[src/verilog/flash_cmd_pkg.sv]
`default_nettype none
package flash_cmd_pkg;

    // ****************************************
    // instruction codes
    // ****************************************
    localparam logic [7:0] OP_BLOCK_ERASE = 8'hD8;
    localparam logic [7:0] OP_CHIP_ERASE_A = 8'hC7;
    localparam logic [7:0] OP_CHIP_ERASE_B = 8'h60;
    localparam logic [7:0] OP_POWER_DOWN = 8'hB9;
    localparam logic [7:0] OP_RELEASE_ID = 8'hAB;
    localparam logic [7:0] OP_MAKER_DEV_ID = 8'h90;
    localparam logic [7:0] OP_MAKER_DEV_ID_DUAL = 8'h92;
    localparam logic [7:0] OP_UNIQUE_ID = 8'h4B;
    localparam logic [7:0] OP_STD_ID = 8'h9F;
    localparam logic [7:0] OP_READ_STATUS = 8'h05;
    localparam logic [7:0] IDLE_BYTE = 8'hFF;

    // ****************************************
    // frame lengths in bits
    // ****************************************
    localparam logic [5:0] CMD_BITS = 6'h08;
    localparam logic [5:0] ADDR_BITS = 6'h18;
    localparam logic [5:0] ADDR_MODE_BITS = 6'h20;
    localparam logic [5:0] UID_DUMMY_BITS = 6'h20;
    localparam logic [3:0] BYTE_BITS = 4'h8;
    localparam logic [2:0] STD_ID_LAST = 3'h2;

    // ****************************************
    // identity values, all arbitrary
    // ****************************************
    localparam logic [7:0] MAKER_ID = 8'h5A;
    localparam logic [7:0] DEVICE_ID = 8'h12;
    localparam logic [7:0] MEMORY_TYPE_BYTE = 8'h30;
    localparam logic [7:0] CAPACITY_BYTE = 8'h13;
    localparam logic [63:0] UNIQUE_SERIAL = 64'h0123_4567_89AB_CDEF;

    // ****************************************
    // array layout and protection
    // ****************************************
    localparam int BLOCK_LSB = 16;
    localparam logic [3:0] NUM_BLOCKS = 4'h8;
    localparam logic [2:0] BP_ALL = 3'h4;
    localparam logic [15:0] BLOCK_OFFSET_ZERO = 16'h0000;
    localparam logic [3:0] PIN_RST = 4'h8;

    // ****************************************
    // timing
    // ****************************************
    localparam int CLK_PERIOD_NS = 10;
    localparam int BLOCK_ERASE_CYCLE_TIME_US = 1000;
    localparam int ARRAY_ERASE_CYCLE_TIME_US = 10000;
    localparam int SLEEP_ENTRY_DELAY_NS = 3000;
    localparam int WAKE_DELAY_PLAIN_NS = 3000;
    localparam int WAKE_DELAY_WITH_IDENTIFIER_NS = 5000;
    localparam int BLOCK_ERASE_CYCLES = BLOCK_ERASE_CYCLE_TIME_US * 1000 / CLK_PERIOD_NS;
    localparam int ARRAY_ERASE_CYCLES = ARRAY_ERASE_CYCLE_TIME_US * 1000 / CLK_PERIOD_NS;
    localparam logic [15:0] SLEEP_ENTRY_CYCLES = 16'(SLEEP_ENTRY_DELAY_NS / CLK_PERIOD_NS);
    localparam logic [15:0] WAKE_PLAIN_CYCLES = 16'(WAKE_DELAY_PLAIN_NS / CLK_PERIOD_NS);
    localparam logic [15:0] WAKE_ID_CYCLES = 16'(WAKE_DELAY_WITH_IDENTIFIER_NS / CLK_PERIOD_NS);

    // ****************************************
    // states
    // ****************************************
    typedef enum logic [2:0] {
        PH_CMD = 3'h0,
        PH_ADDR = 3'h1,
        PH_END = 3'h2,
        PH_OUT = 3'h3,
        PH_SKIP = 3'h4
    } phase_e;

    typedef enum logic [1:0] {
        PWR_NORMAL = 2'h0,
        PWR_ENTER = 2'h1,
        PWR_SLEEP = 2'h2,
        PWR_WAKE = 2'h3
    } pwr_e;

endpackage
`default_nettype wire

[src/verilog/spi_pin_if.sv]
`timescale 1ns/10ps
`default_nettype none
interface spi_pin_if;
    logic cs_n;
    logic cs_rise;
    logic sclk_rise;
    logic sclk_fall;
    logic io0;
    logic io1;
    modport sync_mp(output cs_n, cs_rise, sclk_rise, sclk_fall, io0, io1);
    modport core_mp(input cs_n, cs_rise, sclk_rise, sclk_fall, io0, io1);
endinterface
`default_nettype wire

[src/verilog/spi_pin_sync.sv]
`timescale 1ns/10ps
`default_nettype none
module spi_pin_sync
    import flash_cmd_pkg::*;
(
    // clock and reset
    input wire logic sys_clk_i,
    input wire logic sys_rst_i,
    // raw pins
    input wire logic cs_n_i,
    input wire logic sclk_i,
    input wire logic io1_i,
    input wire logic io0_i,
    // filtered levels and edges
    spi_pin_if.sync_mp pins
);

    logic [3:0] raw;
    logic [3:0] s1_reg, s2_reg, s3_reg, lvl_reg;
    logic [3:0] lvl_next;

    assign raw = {cs_n_i, sclk_i, io1_i, io0_i};

    // ****************************************
    // three-stage capture, per pin
    // ****************************************
    genvar g;
    generate
        for (g = 0; g < 4; g = g + 1) begin : g_pin
            // a level moves only when the last two stages agree
            always_comb begin
                lvl_next[g] = (s2_reg[g] == s3_reg[g]) ? s3_reg[g] : lvl_reg[g];
            end
            always_ff @(posedge sys_clk_i) begin
                if (sys_rst_i) begin
                    s1_reg[g] <= PIN_RST[g];
                    s2_reg[g] <= PIN_RST[g];
                    s3_reg[g] <= PIN_RST[g];
                    lvl_reg[g] <= PIN_RST[g];
                end else begin
                    s1_reg[g] <= raw[g];
                    s2_reg[g] <= s1_reg[g];
                    s3_reg[g] <= s2_reg[g];
                    lvl_reg[g] <= lvl_next[g];
                end
            end
        end
    endgenerate

    assign pins.cs_n = lvl_reg[3];
    assign pins.cs_rise = lvl_next[3] & ~lvl_reg[3];
    assign pins.sclk_rise = lvl_next[2] & ~lvl_reg[2];
    assign pins.sclk_fall = ~lvl_next[2] & lvl_reg[2];
    assign pins.io1 = lvl_reg[1];
    assign pins.io0 = lvl_reg[0];

endmodule
`default_nettype wire

[src/verilog/flash_cmd_core.sv]
// Overview of operation
// - D8h plus 24-bit address erases the whole 64KB block holding it.
// - Erase instructions run only when the write enable latch is set.
// - Erase runs only if select rises right after the last byte's eighth bit.
// - Erase is self-timed with busy set; status reads still answered; busy clears.
// - Finishing a block or chip erase clears the write enable latch.
// - Block erase refused when its block is protected by the protect bits.
// - C7h or 60h alone, select raised after bit eight, erases the array.
// - Whole-array erase refused when any block is protected.
// - B9h alone enters the low-power state after the entry delay.
// - In low power only ABh is recognised; everything else is ignored.
// - The device starts in normal operation after reset.
// - ABh followed by select rising wakes the device after the plain delay.
// - ABh plus three dummy bytes streams the device identifier until select rises.
// - ABh arriving while busy is ignored and the cycle continues.
// - 90h with address 0 gives maker then device byte; address 1 swaps.
// - 92h takes address and mode field two bits per clock, answers likewise.
// - 4Bh plus four dummy bytes streams the 64-bit unique serial number.
// - 9Fh streams maker, memory type and capacity bytes, MSB first.
`timescale 1ns/10ps
`default_nettype none
module flash_cmd_core
    import flash_cmd_pkg::*;
#(
    parameter int BLOCK_ERASE_CYC = BLOCK_ERASE_CYCLES,
    parameter int ARRAY_ERASE_CYC = ARRAY_ERASE_CYCLES
) (
    // clock and reset
    input wire logic sys_clk_i,
    input wire logic sys_rst_i,
    // serial pins
    input wire logic cs_n_i,
    input wire logic sclk_i,
    input wire logic io0_i,
    input wire logic io1_i,
    output logic io0_o,
    output logic io0_oe_o,
    output logic io1_o,
    output logic io1_oe_o,
    // protection and latch control
    input wire logic wel_set_i,
    input wire logic protect_top_bottom_select_i,
    input wire logic [2:0] block_protect_i,
    // status
    output logic write_enable_latch_o,
    output logic busy_o,
    output logic deep_sleep_o,
    // erase request to the array
    output logic erase_start_o,
    output logic erase_all_o,
    output logic [23:0] erase_addr_o
);

    spi_pin_if pins();

    spi_pin_sync u_sync (
        .sys_clk_i(sys_clk_i),
        .sys_rst_i(sys_rst_i),
        .cs_n_i(cs_n_i),
        .sclk_i(sclk_i),
        .io1_i(io1_i),
        .io0_i(io0_i),
        .pins(pins.sync_mp)
    );

    // ****************************************
    // state
    // ****************************************
    phase_e phase_reg, phase_next;
    pwr_e pwr_reg, pwr_next;
    logic [7:0] op_reg, op_next;
    logic [31:0] rx_reg, rx_next;
    logic [5:0] cnt_reg, cnt_next;
    logic [7:0] tx_reg, tx_next;
    logic [3:0] txcnt_reg, txcnt_next;
    logic [2:0] byte_reg, byte_next;
    logic dual_reg, dual_next;
    logic swap_reg, swap_next;
    logic [1:0] dout_reg, dout_next;
    logic oe_reg, oe_next;
    logic busy_reg, busy_next;
    logic wel_reg, wel_next;
    logic [31:0] ers_cnt_reg, ers_cnt_next;
    logic start_reg, start_next;
    logic all_reg, all_next;
    logic [23:0] eaddr_reg, eaddr_next;
    logic [15:0] pwr_cnt_reg, pwr_cnt_next;

    logic exec_block, exec_chip, exec_sleep, exec_wake_plain, exec_wake_id;
    logic [7:0] stat_byte;
    logic [7:0] in_byte;
    logic [31:0] rx_shift;
    logic [5:0] cnt_inc;
    logic [3:0] wstep;
    logic [2:0] byte_inc;

    // status byte: tb, bp2..0, latch, busy from bit 5 down to bit 0
    assign stat_byte = {2'h0, protect_top_bottom_select_i, block_protect_i, wel_reg, busy_reg};

    function automatic logic [7:0] id_byte(input logic [7:0] op, input logic [2:0] idx,
                                           input logic swap, input logic [7:0] stat);
        logic [63:0] uid;
        uid = UNIQUE_SERIAL >> {3'h7 - idx, 3'h0};
        case (op)
            OP_READ_STATUS: id_byte = stat;
            OP_RELEASE_ID: id_byte = DEVICE_ID;
            OP_MAKER_DEV_ID, OP_MAKER_DEV_ID_DUAL: id_byte = (idx[0] ^ swap) ? DEVICE_ID : MAKER_ID;
            OP_UNIQUE_ID: id_byte = uid[7:0];
            OP_STD_ID: begin
                if (idx == 3'h0) begin
                    id_byte = MAKER_ID;
                end else if (idx == 3'h1) begin
                    id_byte = MEMORY_TYPE_BYTE;
                end else begin
                    id_byte = CAPACITY_BYTE;
                end
            end
            default: id_byte = IDLE_BYTE;
        endcase
    endfunction

    function automatic logic [5:0] addr_len(input logic [7:0] op);
        case (op)
            OP_MAKER_DEV_ID_DUAL: addr_len = ADDR_MODE_BITS;
            OP_UNIQUE_ID: addr_len = UID_DUMMY_BITS;
            default: addr_len = ADDR_BITS;
        endcase
    endfunction

    function automatic logic blk_protected(input logic tb, input logic [2:0] bp, input logic [2:0] idx);
        logic [3:0] n;
        if (bp == 3'h0) begin
            n = 4'h0;
        end else if (bp >= BP_ALL) begin
            n = NUM_BLOCKS;
        end else begin
            n = 4'h1 << (bp - 3'h1);
        end
        blk_protected = tb ? ({1'b0, idx} < n) : ({1'b0, idx} >= NUM_BLOCKS - n);
    endfunction

    // ****************************************
    // serial protocol
    // ****************************************
    always_comb begin
        phase_next = phase_reg;
        op_next = op_reg;
        rx_next = rx_reg;
        cnt_next = cnt_reg;
        tx_next = tx_reg;
        txcnt_next = txcnt_reg;
        byte_next = byte_reg;
        dual_next = dual_reg;
        swap_next = swap_reg;
        dout_next = dout_reg;
        oe_next = oe_reg;
        exec_block = 1'b0;
        exec_chip = 1'b0;
        exec_sleep = 1'b0;
        exec_wake_plain = 1'b0;
        exec_wake_id = 1'b0;
        in_byte = {rx_reg[6:0], pins.io0};
        rx_shift = dual_reg ? {rx_reg[29:0], pins.io1, pins.io0} : {rx_reg[30:0], pins.io0};
        cnt_inc = cnt_reg + (dual_reg ? 6'h2 : 6'h1);
        wstep = dual_reg ? 4'h2 : 4'h1;
        byte_inc = (op_reg == OP_STD_ID && byte_reg == STD_ID_LAST) ? 3'h0 : byte_reg + 3'h1;
        if (pins.cs_rise) begin
            phase_next = PH_CMD;
            op_next = 8'h00;
            cnt_next = 6'h00;
            dual_next = 1'b0;
            oe_next = 1'b0;
            // erase and sleep commit only when select rose exactly on a byte boundary; ABh with dummy or output bits wakes at any bit
            if (phase_reg == PH_END) begin
                case (op_reg)
                    OP_BLOCK_ERASE: exec_block = 1'b1;
                    OP_CHIP_ERASE_A, OP_CHIP_ERASE_B: exec_chip = 1'b1;
                    OP_POWER_DOWN: exec_sleep = 1'b1;
                    default: ;
                endcase
            end else if (op_reg == OP_RELEASE_ID && phase_reg == PH_ADDR && cnt_reg == 6'h00) begin
                exec_wake_plain = 1'b1;
            end else if (op_reg == OP_RELEASE_ID && (phase_reg == PH_ADDR || phase_reg == PH_OUT)) begin
                exec_wake_id = 1'b1;
            end
        end else if (!pins.cs_n && pins.sclk_rise) begin
            case (phase_reg)
                PH_CMD: begin
                    rx_next = {rx_reg[30:0], pins.io0};
                    cnt_next = cnt_reg + 6'h1;
                    if (cnt_reg == CMD_BITS - 6'h1) begin
                        op_next = in_byte;
                        cnt_next = 6'h00;
                        phase_next = PH_SKIP;
                        if (pwr_reg != PWR_NORMAL) begin
                            if (in_byte == OP_RELEASE_ID) begin
                                phase_next = PH_ADDR;
                            end
                        end else if (busy_reg) begin
                            // ABh, erase and all else but 05h dropped mid-cycle
                            if (in_byte == OP_READ_STATUS) begin
                                phase_next = PH_OUT;
                            end
                        end else begin
                            case (in_byte)
                                OP_BLOCK_ERASE, OP_MAKER_DEV_ID, OP_RELEASE_ID, OP_UNIQUE_ID: begin
                                    phase_next = PH_ADDR;
                                end
                                OP_MAKER_DEV_ID_DUAL: begin
                                    phase_next = PH_ADDR;
                                    dual_next = 1'b1;
                                end
                                OP_CHIP_ERASE_A, OP_CHIP_ERASE_B, OP_POWER_DOWN: phase_next = PH_END;
                                OP_STD_ID, OP_READ_STATUS: phase_next = PH_OUT;
                                default: phase_next = PH_SKIP;
                            endcase
                        end
                        byte_next = 3'h0;
                        txcnt_next = BYTE_BITS;
                        tx_next = id_byte(in_byte, 3'h0, 1'b0, stat_byte);
                    end
                end
                PH_ADDR: begin
                    rx_next = rx_shift;
                    cnt_next = cnt_inc;
                    if (cnt_inc == addr_len(op_reg)) begin
                        // low address bit picks which identity byte leads
                        swap_next = (op_reg == OP_MAKER_DEV_ID_DUAL) ? rx_shift[8] : rx_shift[0];
                        byte_next = 3'h0;
                        txcnt_next = BYTE_BITS;
                        tx_next = id_byte(op_reg, 3'h0, swap_next, stat_byte);
                        phase_next = (op_reg == OP_BLOCK_ERASE) ? PH_END : PH_OUT;
                    end
                end
                // any clock past the last byte cancels the pending action
                PH_END: phase_next = PH_SKIP;
                default: ;
            endcase
        end else if (!pins.cs_n && pins.sclk_fall && phase_reg == PH_OUT) begin
            // msb first; dual puts the upper bit on io1
            dout_next = tx_reg[7:6];
            oe_next = 1'b1;
            tx_next = dual_reg ? {tx_reg[5:0], 2'h0} : {tx_reg[6:0], 1'b0};
            txcnt_next = txcnt_reg - wstep;
            if (txcnt_reg == wstep) begin
                // stream repeats until select rises
                byte_next = byte_inc;
                txcnt_next = BYTE_BITS;
                tx_next = id_byte(op_reg, byte_inc, swap_reg, stat_byte);
            end
        end
    end

    always_ff @(posedge sys_clk_i) begin
        if (sys_rst_i) begin
            phase_reg <= PH_CMD;
            op_reg <= 8'h00;
            rx_reg <= 32'h0000_0000;
            cnt_reg <= 6'h00;
            tx_reg <= 8'h00;
            txcnt_reg <= 4'h0;
            byte_reg <= 3'h0;
            dual_reg <= 1'b0;
            swap_reg <= 1'b0;
            dout_reg <= 2'h0;
            oe_reg <= 1'b0;
        end else begin
            phase_reg <= phase_next;
            op_reg <= op_next;
            rx_reg <= rx_next;
            cnt_reg <= cnt_next;
            tx_reg <= tx_next;
            txcnt_reg <= txcnt_next;
            byte_reg <= byte_next;
            dual_reg <= dual_next;
            swap_reg <= swap_next;
            dout_reg <= dout_next;
            oe_reg <= oe_next;
        end
    end

    // ****************************************
    // erase cycle and power state
    // ****************************************
    always_comb begin
        busy_next = busy_reg;
        wel_next = wel_reg;
        ers_cnt_next = ers_cnt_reg;
        start_next = 1'b0;
        all_next = all_reg;
        eaddr_next = eaddr_reg;
        pwr_next = pwr_reg;
        pwr_cnt_next = pwr_cnt_reg;
        if (busy_reg) begin
            if (ers_cnt_reg == 32'h0000_0000) begin
                busy_next = 1'b0;
                wel_next = 1'b0;
            end else begin
                ers_cnt_next = ers_cnt_reg - 32'h0000_0001;
            end
        end else if (exec_block && wel_reg) begin
            if (!blk_protected(protect_top_bottom_select_i, block_protect_i,
                               rx_reg[BLOCK_LSB+2:BLOCK_LSB])) begin
                busy_next = 1'b1;
                start_next = 1'b1;
                all_next = 1'b0;
                eaddr_next = {rx_reg[23:BLOCK_LSB], BLOCK_OFFSET_ZERO};
                ers_cnt_next = 32'(BLOCK_ERASE_CYC - 1);
            end
        end else if (exec_chip && wel_reg && block_protect_i == 3'h0) begin
            busy_next = 1'b1;
            start_next = 1'b1;
            all_next = 1'b1;
            eaddr_next = 24'h00_0000;
            ers_cnt_next = 32'(ARRAY_ERASE_CYC - 1);
        end
        // a latch set in the same cycle as the clear wins
        if (wel_set_i) begin
            wel_next = 1'b1;
        end
        case (pwr_reg)
            PWR_NORMAL: begin
                if (exec_sleep) begin
                    pwr_next = PWR_ENTER;
                    pwr_cnt_next = SLEEP_ENTRY_CYCLES - 16'h1;
                end
            end
            PWR_SLEEP: begin
                if (exec_wake_plain) begin
                    pwr_next = PWR_WAKE;
                    pwr_cnt_next = WAKE_PLAIN_CYCLES - 16'h1;
                end else if (exec_wake_id) begin
                    pwr_next = PWR_WAKE;
                    pwr_cnt_next = WAKE_ID_CYCLES - 16'h1;
                end
            end
            PWR_ENTER, PWR_WAKE: begin
                if (pwr_cnt_reg == 16'h0000) begin
                    pwr_next = (pwr_reg == PWR_ENTER) ? PWR_SLEEP : PWR_NORMAL;
                end else begin
                    pwr_cnt_next = pwr_cnt_reg - 16'h1;
                end
            end
            default: pwr_next = PWR_NORMAL;
        endcase
    end

    always_ff @(posedge sys_clk_i) begin
        if (sys_rst_i) begin
            busy_reg <= 1'b0;
            wel_reg <= 1'b0;
            ers_cnt_reg <= 32'h0000_0000;
            start_reg <= 1'b0;
            all_reg <= 1'b0;
            eaddr_reg <= 24'h00_0000;
            pwr_reg <= PWR_NORMAL;
            pwr_cnt_reg <= 16'h0000;
        end else begin
            busy_reg <= busy_next;
            wel_reg <= wel_next;
            ers_cnt_reg <= ers_cnt_next;
            start_reg <= start_next;
            all_reg <= all_next;
            eaddr_reg <= eaddr_next;
            pwr_reg <= pwr_next;
            pwr_cnt_reg <= pwr_cnt_next;
        end
    end

    // ****************************************
    // outputs
    // ****************************************
    assign io1_o = dout_reg[1];
    assign io0_o = dout_reg[0];
    assign io1_oe_o = oe_reg;
    assign io0_oe_o = oe_reg & dual_reg;
    assign write_enable_latch_o = wel_reg;
    assign busy_o = busy_reg;
    assign deep_sleep_o = (pwr_reg == PWR_SLEEP);
    assign erase_start_o = start_reg;
    assign erase_all_o = all_reg;
    assign erase_addr_o = eaddr_reg;

endmodule
`default_nettype wire

[config.mk]
export PLATFORM = sky130hd
export DESIGN_NAME = flash_cmd_core
export DESIGN_NICKNAME = d
export VERILOG_FILES = /design/src/verilog/flash_cmd_pkg.sv /design/src/verilog/spi_pin_if.sv /design/src/verilog/spi_pin_sync.sv /design/src/verilog/flash_cmd_core.sv
export SDC_FILE = /design/constraint.sdc
export NUM_CORES = 1
export LEC_CHECK = 0
export BUFFER_PORTS_ARGS = -buffer_cell sky130_fd_sc_hd__buf_2
export CORE_MARGIN = 2
export CORE_UTILIZATION = 48
export DETAILED_ROUTE_END_ITERATION = 16
export GPL_TIMING_DRIVEN = 0
export PLACE_DENSITY = 0.63
export SYNTH_ARGS = -nofsm -noshare
export SYNTH_HDL_FRONTEND = slang
export SYNTH_HIERARCHICAL = 1
export SYNTH_SLANG_ARGS = --single-unit
export TNS_END_PERCENT = 100
[constraint.sdc]
create_clock -name sys_clk_i -period 4.2 [get_ports sys_clk_i]
set_input_delay 0.21 -clock sys_clk_i [delete_from_list [all_inputs] [get_ports sys_clk_i]]
set_output_delay 0.21 -clock sys_clk_i [all_outputs]
set_load 0.02 [all_outputs]
Word level (Yosys, flattened, before mapping)
Index checks and enable logic that the tools add are counted.

storage, ports and cells
  word-level logic and storage cells = 261
  register bits after elaboration = 155
  output and inout bits = 33
  bits of input ports = 11

operators by class
  bitwise logic cells = 12
  equal/unequal tests = 47
  order comparisons = 3
  reductions and logical operators = 53
  $add $sub $neg = 9
  mux-type cells = 100
  shift operators = 2

operators by type and width
  kind                                                                    count
  32-bit two-way mux                                                      5
  8-bit equality test (second input constant)                             14
  24-bit two-way mux                                                      4
  8-bit case mux with 5 select lines                                      2
  16-bit two-way mux                                                      4
  57-bit by 6-bit right shift with 8-bit output (first input constant)    1
  8-bit two-way mux                                                       6
  16-bit case mux with 3 select lines                                     1
  24-bit case mux with 2 select lines                                     1
  3-bit two-way mux                                                       12
  4-bit two-way mux                                                       9
  6-bit two-way mux                                                       6
  8-bit by 7-bit equality test with 1-bit output (second input constant)  4
  32-bit logical NOT                                                      1
  1-bit two-way mux                                                       32
  8-bit case mux with 4 select lines                                      1
  32-bit by 1-bit subtractor with 32-bit output (second input constant)   1
  7-bit two-way mux                                                       3
  3-bit AND reduction                                                     7
  3-bit case mux with 3 select lines                                      2
  8-bit by 3-bit equality test with 1-bit output (second input constant)  2
  16-bit logical NOT                                                      1
  8-bit case mux with 2 select lines                                      1
  16-bit by 1-bit subtractor with 16-bit output (second input constant)   1
  47 further kinds                                                        105

Longest topological paths before layout
  depth after elaboration = 13
  gate-level depth with buffers = 17
  depth with buffers taken out = 14

By module
Netlist, hierarchy kept.

modules (own cells, without submodules)
  module          area an instance (sq um)  cells each  seq. area each (sq um)  instances
  flash_cmd_core  7453.4                    943         2462.4                  1
  spi_pin_sync    490.5                     45          320.3                   1

Worst setup path after synthesis
OpenSTA, ideal clock, no wires.

  path kind = flip-flop to flip-flop
  start = reg dual_reg
  end = reg txcnt_reg[0]
  arrival = 3290 ps
  setup slack = 839 ps
  path buffers = 2
  period minus slack after synthesis = 3361 ps
  cell stages (with the launch flop) = 14
  data required time = 4130 ps
  setup time = 70 ps
  cells stage by stage = dfxtp_1 > clkbuf_1 > inv_1 > ha_1 > inv_1 > fa_1 > or3b_2 > a211o_1 > a221oi_1 > a31o_2 > o21bai_1 > clkbuf_1 > or3_1 > a21oi_1

between the ends
  cells in the longest elaborated chain, start to end = 5
  elaborated cells between the ends (all ways) = 11
  those cells by class = add/sub (2); eq/ne (3); mux (5); reduce/logical (1)

RTL lines
  item                                                                                                    RTL line                                      RTL
  from (decl)                                                                                             flash_cmd_core.sv:77                          logic dual_reg, dual_next;
  from (signal assigned)                                                                                  flash_cmd_core.sv:275                         dual_reg <= dual_next;
  2-bit two-way mux                                                                                       flash_cmd_core.sv:164, flash_cmd_core.sv:165
  6-bit by 2-bit adder with 6-bit output, or another cell as far along                                    flash_cmd_core.sv:164                         cnt_inc = cnt_reg + (dual_reg ? 6'h2 : 6'h1);
  6-bit equality test / 4-bit two-way mux (equally long branches)                                         flash_cmd_core.sv:226, flash_cmd_core.sv:245
  3-bit by 2-bit inequality test with 1-bit output (no line) / 4-bit two-way mux (equally long branches)  --
  5-bit AND reduction (no line) / 4-bit two-way mux (equally long branches)                               --
  to (signal assigned)                                                                                    flash_cmd_core.sv:273                         txcnt_reg <= txcnt_next;
  to (decl)                                                                                               flash_cmd_core.sv:75                          logic [3:0] txcnt_reg, txcnt_next;

Parallel ways exist; a longest one is shown, timed or not. The select of a mux whose other input is x is not followed.
A chain may end at the register's enable or synchronous reset.

Worst setup path after layout
  start = reg dual_reg
  end = reg txcnt_reg[1]

Same word-level chain as after synthesis.

==> impl_metrics.ini <==
[clock_tree]
path_clk_slew_ns = 0.06
clk_latency_ns = 0.43
h-tree-depth = 4
clockBufferDepth = 2
cts.sinks = 139
numCtsBuffers = 17
post-cts-setup-buffers = 0
cts-root-buf = clkbuf_16
cts_tree = yes

[die]
num_io_pins = 44
dieArea_um2 = 17590
core_area_um2 = 16410
rows = 47
die_height_um = 132.6
die_w_um = 132.6
start_util_pct = 48.42

[timing]
setup_tns_ns = 0
fin_skew_ns = 0.007412
relSlewSlack_pct = 24.47
fmaxAchievable_ghz = 0.2519
finalCriticalPeriod_ns = 3.971
hold_viol_final = 0
setup_viol = 0
finalMaxSlewViolations = 0
rsz0062_at_grt = false
worst_pin_slew_ns = 1.124
min_period_over_period_pct = 94.54

[hold_path]
whs_endpoint = u_sync/s2_reg[2]
hold_depth = 2
min_from = sys_rst_i
worstHoldPathType = input port to flop

[worst_setup_path]
worstSetupStartpointType = flop
endpoint_kind = flop
cp_slowest_cell = fa_1
r2r_end = txcnt_reg[1]
worstPathRequired_ns = 4.54
crit_path_max_incr_delay_ns = 0.48
crit_type = flop to flop
r2r_start = dual_reg
r2r_setup_slack_ns = 0.23
path_max_fanout = 10
worst-path-buf-inv = 4
rr_worst_depth = 13
crit_family = compound AO/OA/AOI/OAI gates
cp_common_cell = inv_1
worstPathArrival_ns = 4.31
path_cells = clkbuf_2, inv_1, ha_1, inv_1, fa_1, or3b_2, a211o_1, a221oi_1, a31o_2, o21ba_2, clkbuf_1, nand3_1, a21oi_1

[placed_design]
io_buffers = 27
place_area_um2 = 8411
hpwlAfterDp_um = 15060
place_congestion = 0.9072

[routing]
vias_per_cell = 5.771
antenna_left = 0
drt_pre_antenna_iters = 5
drc = 0
num_vias = 7427
drtIter0Drc = 576
wl_per_cell_um = 16.28
totalWireLength_um = 20950

[pwr]
p_int_uw = 2407
swShare_pct = 28.48
clkPwrFrac_pct = 43.5
powerDensity_nw_per_um2 = 372.4
p_comb_share_pct = 14.2
pwr-share-seq_pct = 42.3
p_switching_uw = 958.3
vdd_drop_max_v = 0.0003057
p_leak_uw = 0.003268

[yosys]
ys_seq_elements = 139
synth_mux_area_share_pct = 5.607
synth_top_area_cell = dfxtp_1
syn-mean-instance-area_um2 = 8.040
synth_simple_gate_area_share_pct = 26.57
synthAdderAreaFrac_pct = 4.127
yosysWarnings = 6
ys_seq_area_share_pct = 35.03
synth_area_leaders = dfxtp_1 35%, nor2_1 6.2%, mux2i_1 5.0%
postSynth.asyncResetShare_pct = 0
synthCells = 988
synth_cell_types = 78
synth_flop_cell = dfxtp_1
yosysMostFrequentCell = dfxtp_1
netlist_area_um2 = 7944
synth_common_cells = 139 x dfxtp_1, 131 x nor2_1, 63 x a21oi_1
synth_top_family_by_area = simple AND/OR/NAND/NOR gates
synth_compound_area_share_pct = 19.78
synth_xor_area_share_pct = 2.426
synth_top_area_share_pct = 35.03
synth-edff-count = 0

[final_layout]
drive_gt1_share_pct = 10.12
final_nets = 1090
syn2layout_area_growth_pct = 13.77
largest_reg_flops = 32
n_antenna_cell = 0
final_area_um2 = 9037

[global_route]
grt_util_met3_pct = 4.444
grt_first_pass_wirelength_um = 35420
use_met1_pct = 34.72
grt_max_degree = 17
grt_use_total_pct = 24.77
met2_usage_pct = 38.49
grt_antenna_before_repair = 1
overflow = 0
top_usage_layer = met2
grt_pass1_vias = 6908

[outcome]
run_status = complete, no violations

[run]
maxCapViolCount = 0
==> what timing repair did <==
| item | CTS | global route |
|---|---|---|
| setup endpoints to repair | 0 | 11 |
| hold buffers | 5 | 0 |
| resized for setup | 0 | 2 |
| hold endpoints to repair | 5 | 0 |
==> final cells by class <==
type	instances	area [um2]
Fill cell	1591	7370
Clock buffer	19	442.9
Buffer	78	390.4
Timing Repair Buffer	32	185.2
Inverter	32	120.1
Sequential cell	139	2783
Clock inverter	13	132.6
Tap cell	220	275.3
Multi-Input combinational cell	754	4708
==> power groups by stage <==
stage                     Clock, uW  Sequential [uW]  Combinational, uW
after detailed placement          0             1450                466
after CTS                      1490             1420                473
final                          1460             1420                477
after floorplan                   0             1440                375
after global routing           1550             1430                545
after global placement            0             1450                462
==> cell families after synthesis <==
kind of cell,count (synthesis)
DFF,139
buffers and inverters,110
and+or+nand+nor,407
xor gates and xnor gates,22
adders and majority gates,25
other,1
muxes,44
AOI/OAI and AO/OA,240
==> layout by cell type (no fill, tap or decap), drive strengths merged, types with 9 or more instances in the layout <==
cell type    n
a311oi       9
a211oi      43
conb        16
ha          23
nor4        15
or2         11
or4         10
clkbuf      70
dfxtp      139
a21oi       64
mux2i       40
o21ai       49
nand2       55
nand4       12
nand3       32
xnor2        9
a22o         9
or3         18
nor2       131
nand2b      14
nor2b       10
nor3        48
xor2        13
buf         54
inv         38
==> metal layers <==
metal	part of all wire (%)	vias up
met5	0.062	-
met4	1.9	2
met1	48	3468
met3	5.8	30
met2	44	228
li1	-	3699
==> worst register-to-register path, stage by stage (launching register included) <==
cell and delay, ns:
dfxtp_1 0.35, clkbuf_2 0.24, inv_1 0.35, ha_1 0.24
inv_1 0.05, fa_1 0.48, or3b_2 0.48, a211o_1 0.30
a221oi_1 0.24, a31o_2 0.23, o21ba_2 0.21, clkbuf_1 0.40
nand3_1 0.14, a21oi_1 0.18
==> how the worst max path moves through the flow <==
stage                        start            to  slack, ns  cells after the start
after floorplan           dual_reg  txcnt_reg[0]       0.84                     13
after global placement    dual_reg  txcnt_reg[1]       0.15                     11
after detailed placement  dual_reg  txcnt_reg[1]       0.13                     11
after CTS                 dual_reg  txcnt_reg[1]       0.12                     11
after global routing      dual_reg  txcnt_reg[1]      0.001                     13
final                     dual_reg  txcnt_reg[1]       0.23                     13
==> through the flow <==
| stage | instances | total power, uW | hold slack, ns | utilization (%) | setup WS [ns] |
|---|---|---|---|---|---|
| final | 1287 | 3365 | 0.2230 | 55.08 | 0.2294 |
| after global routing | 1287 | 3530 | 0.2291 | 55.08 | 0.001241 |
| after CTS | 1287 | 3391 | 0.2017 | 55.08 | 0.1175 |
| after detailed placement | 1250 | 1918 | 0.3951 | 51.26 | 0.1344 |
| after global placement | 1250 | 1913 | 0.3943 | 51.26 | 0.1546 |
| after floorplan | 1003 | 1815 | 0.3071 | - | 0.8393 |
(Power assumes the default switching activity.)
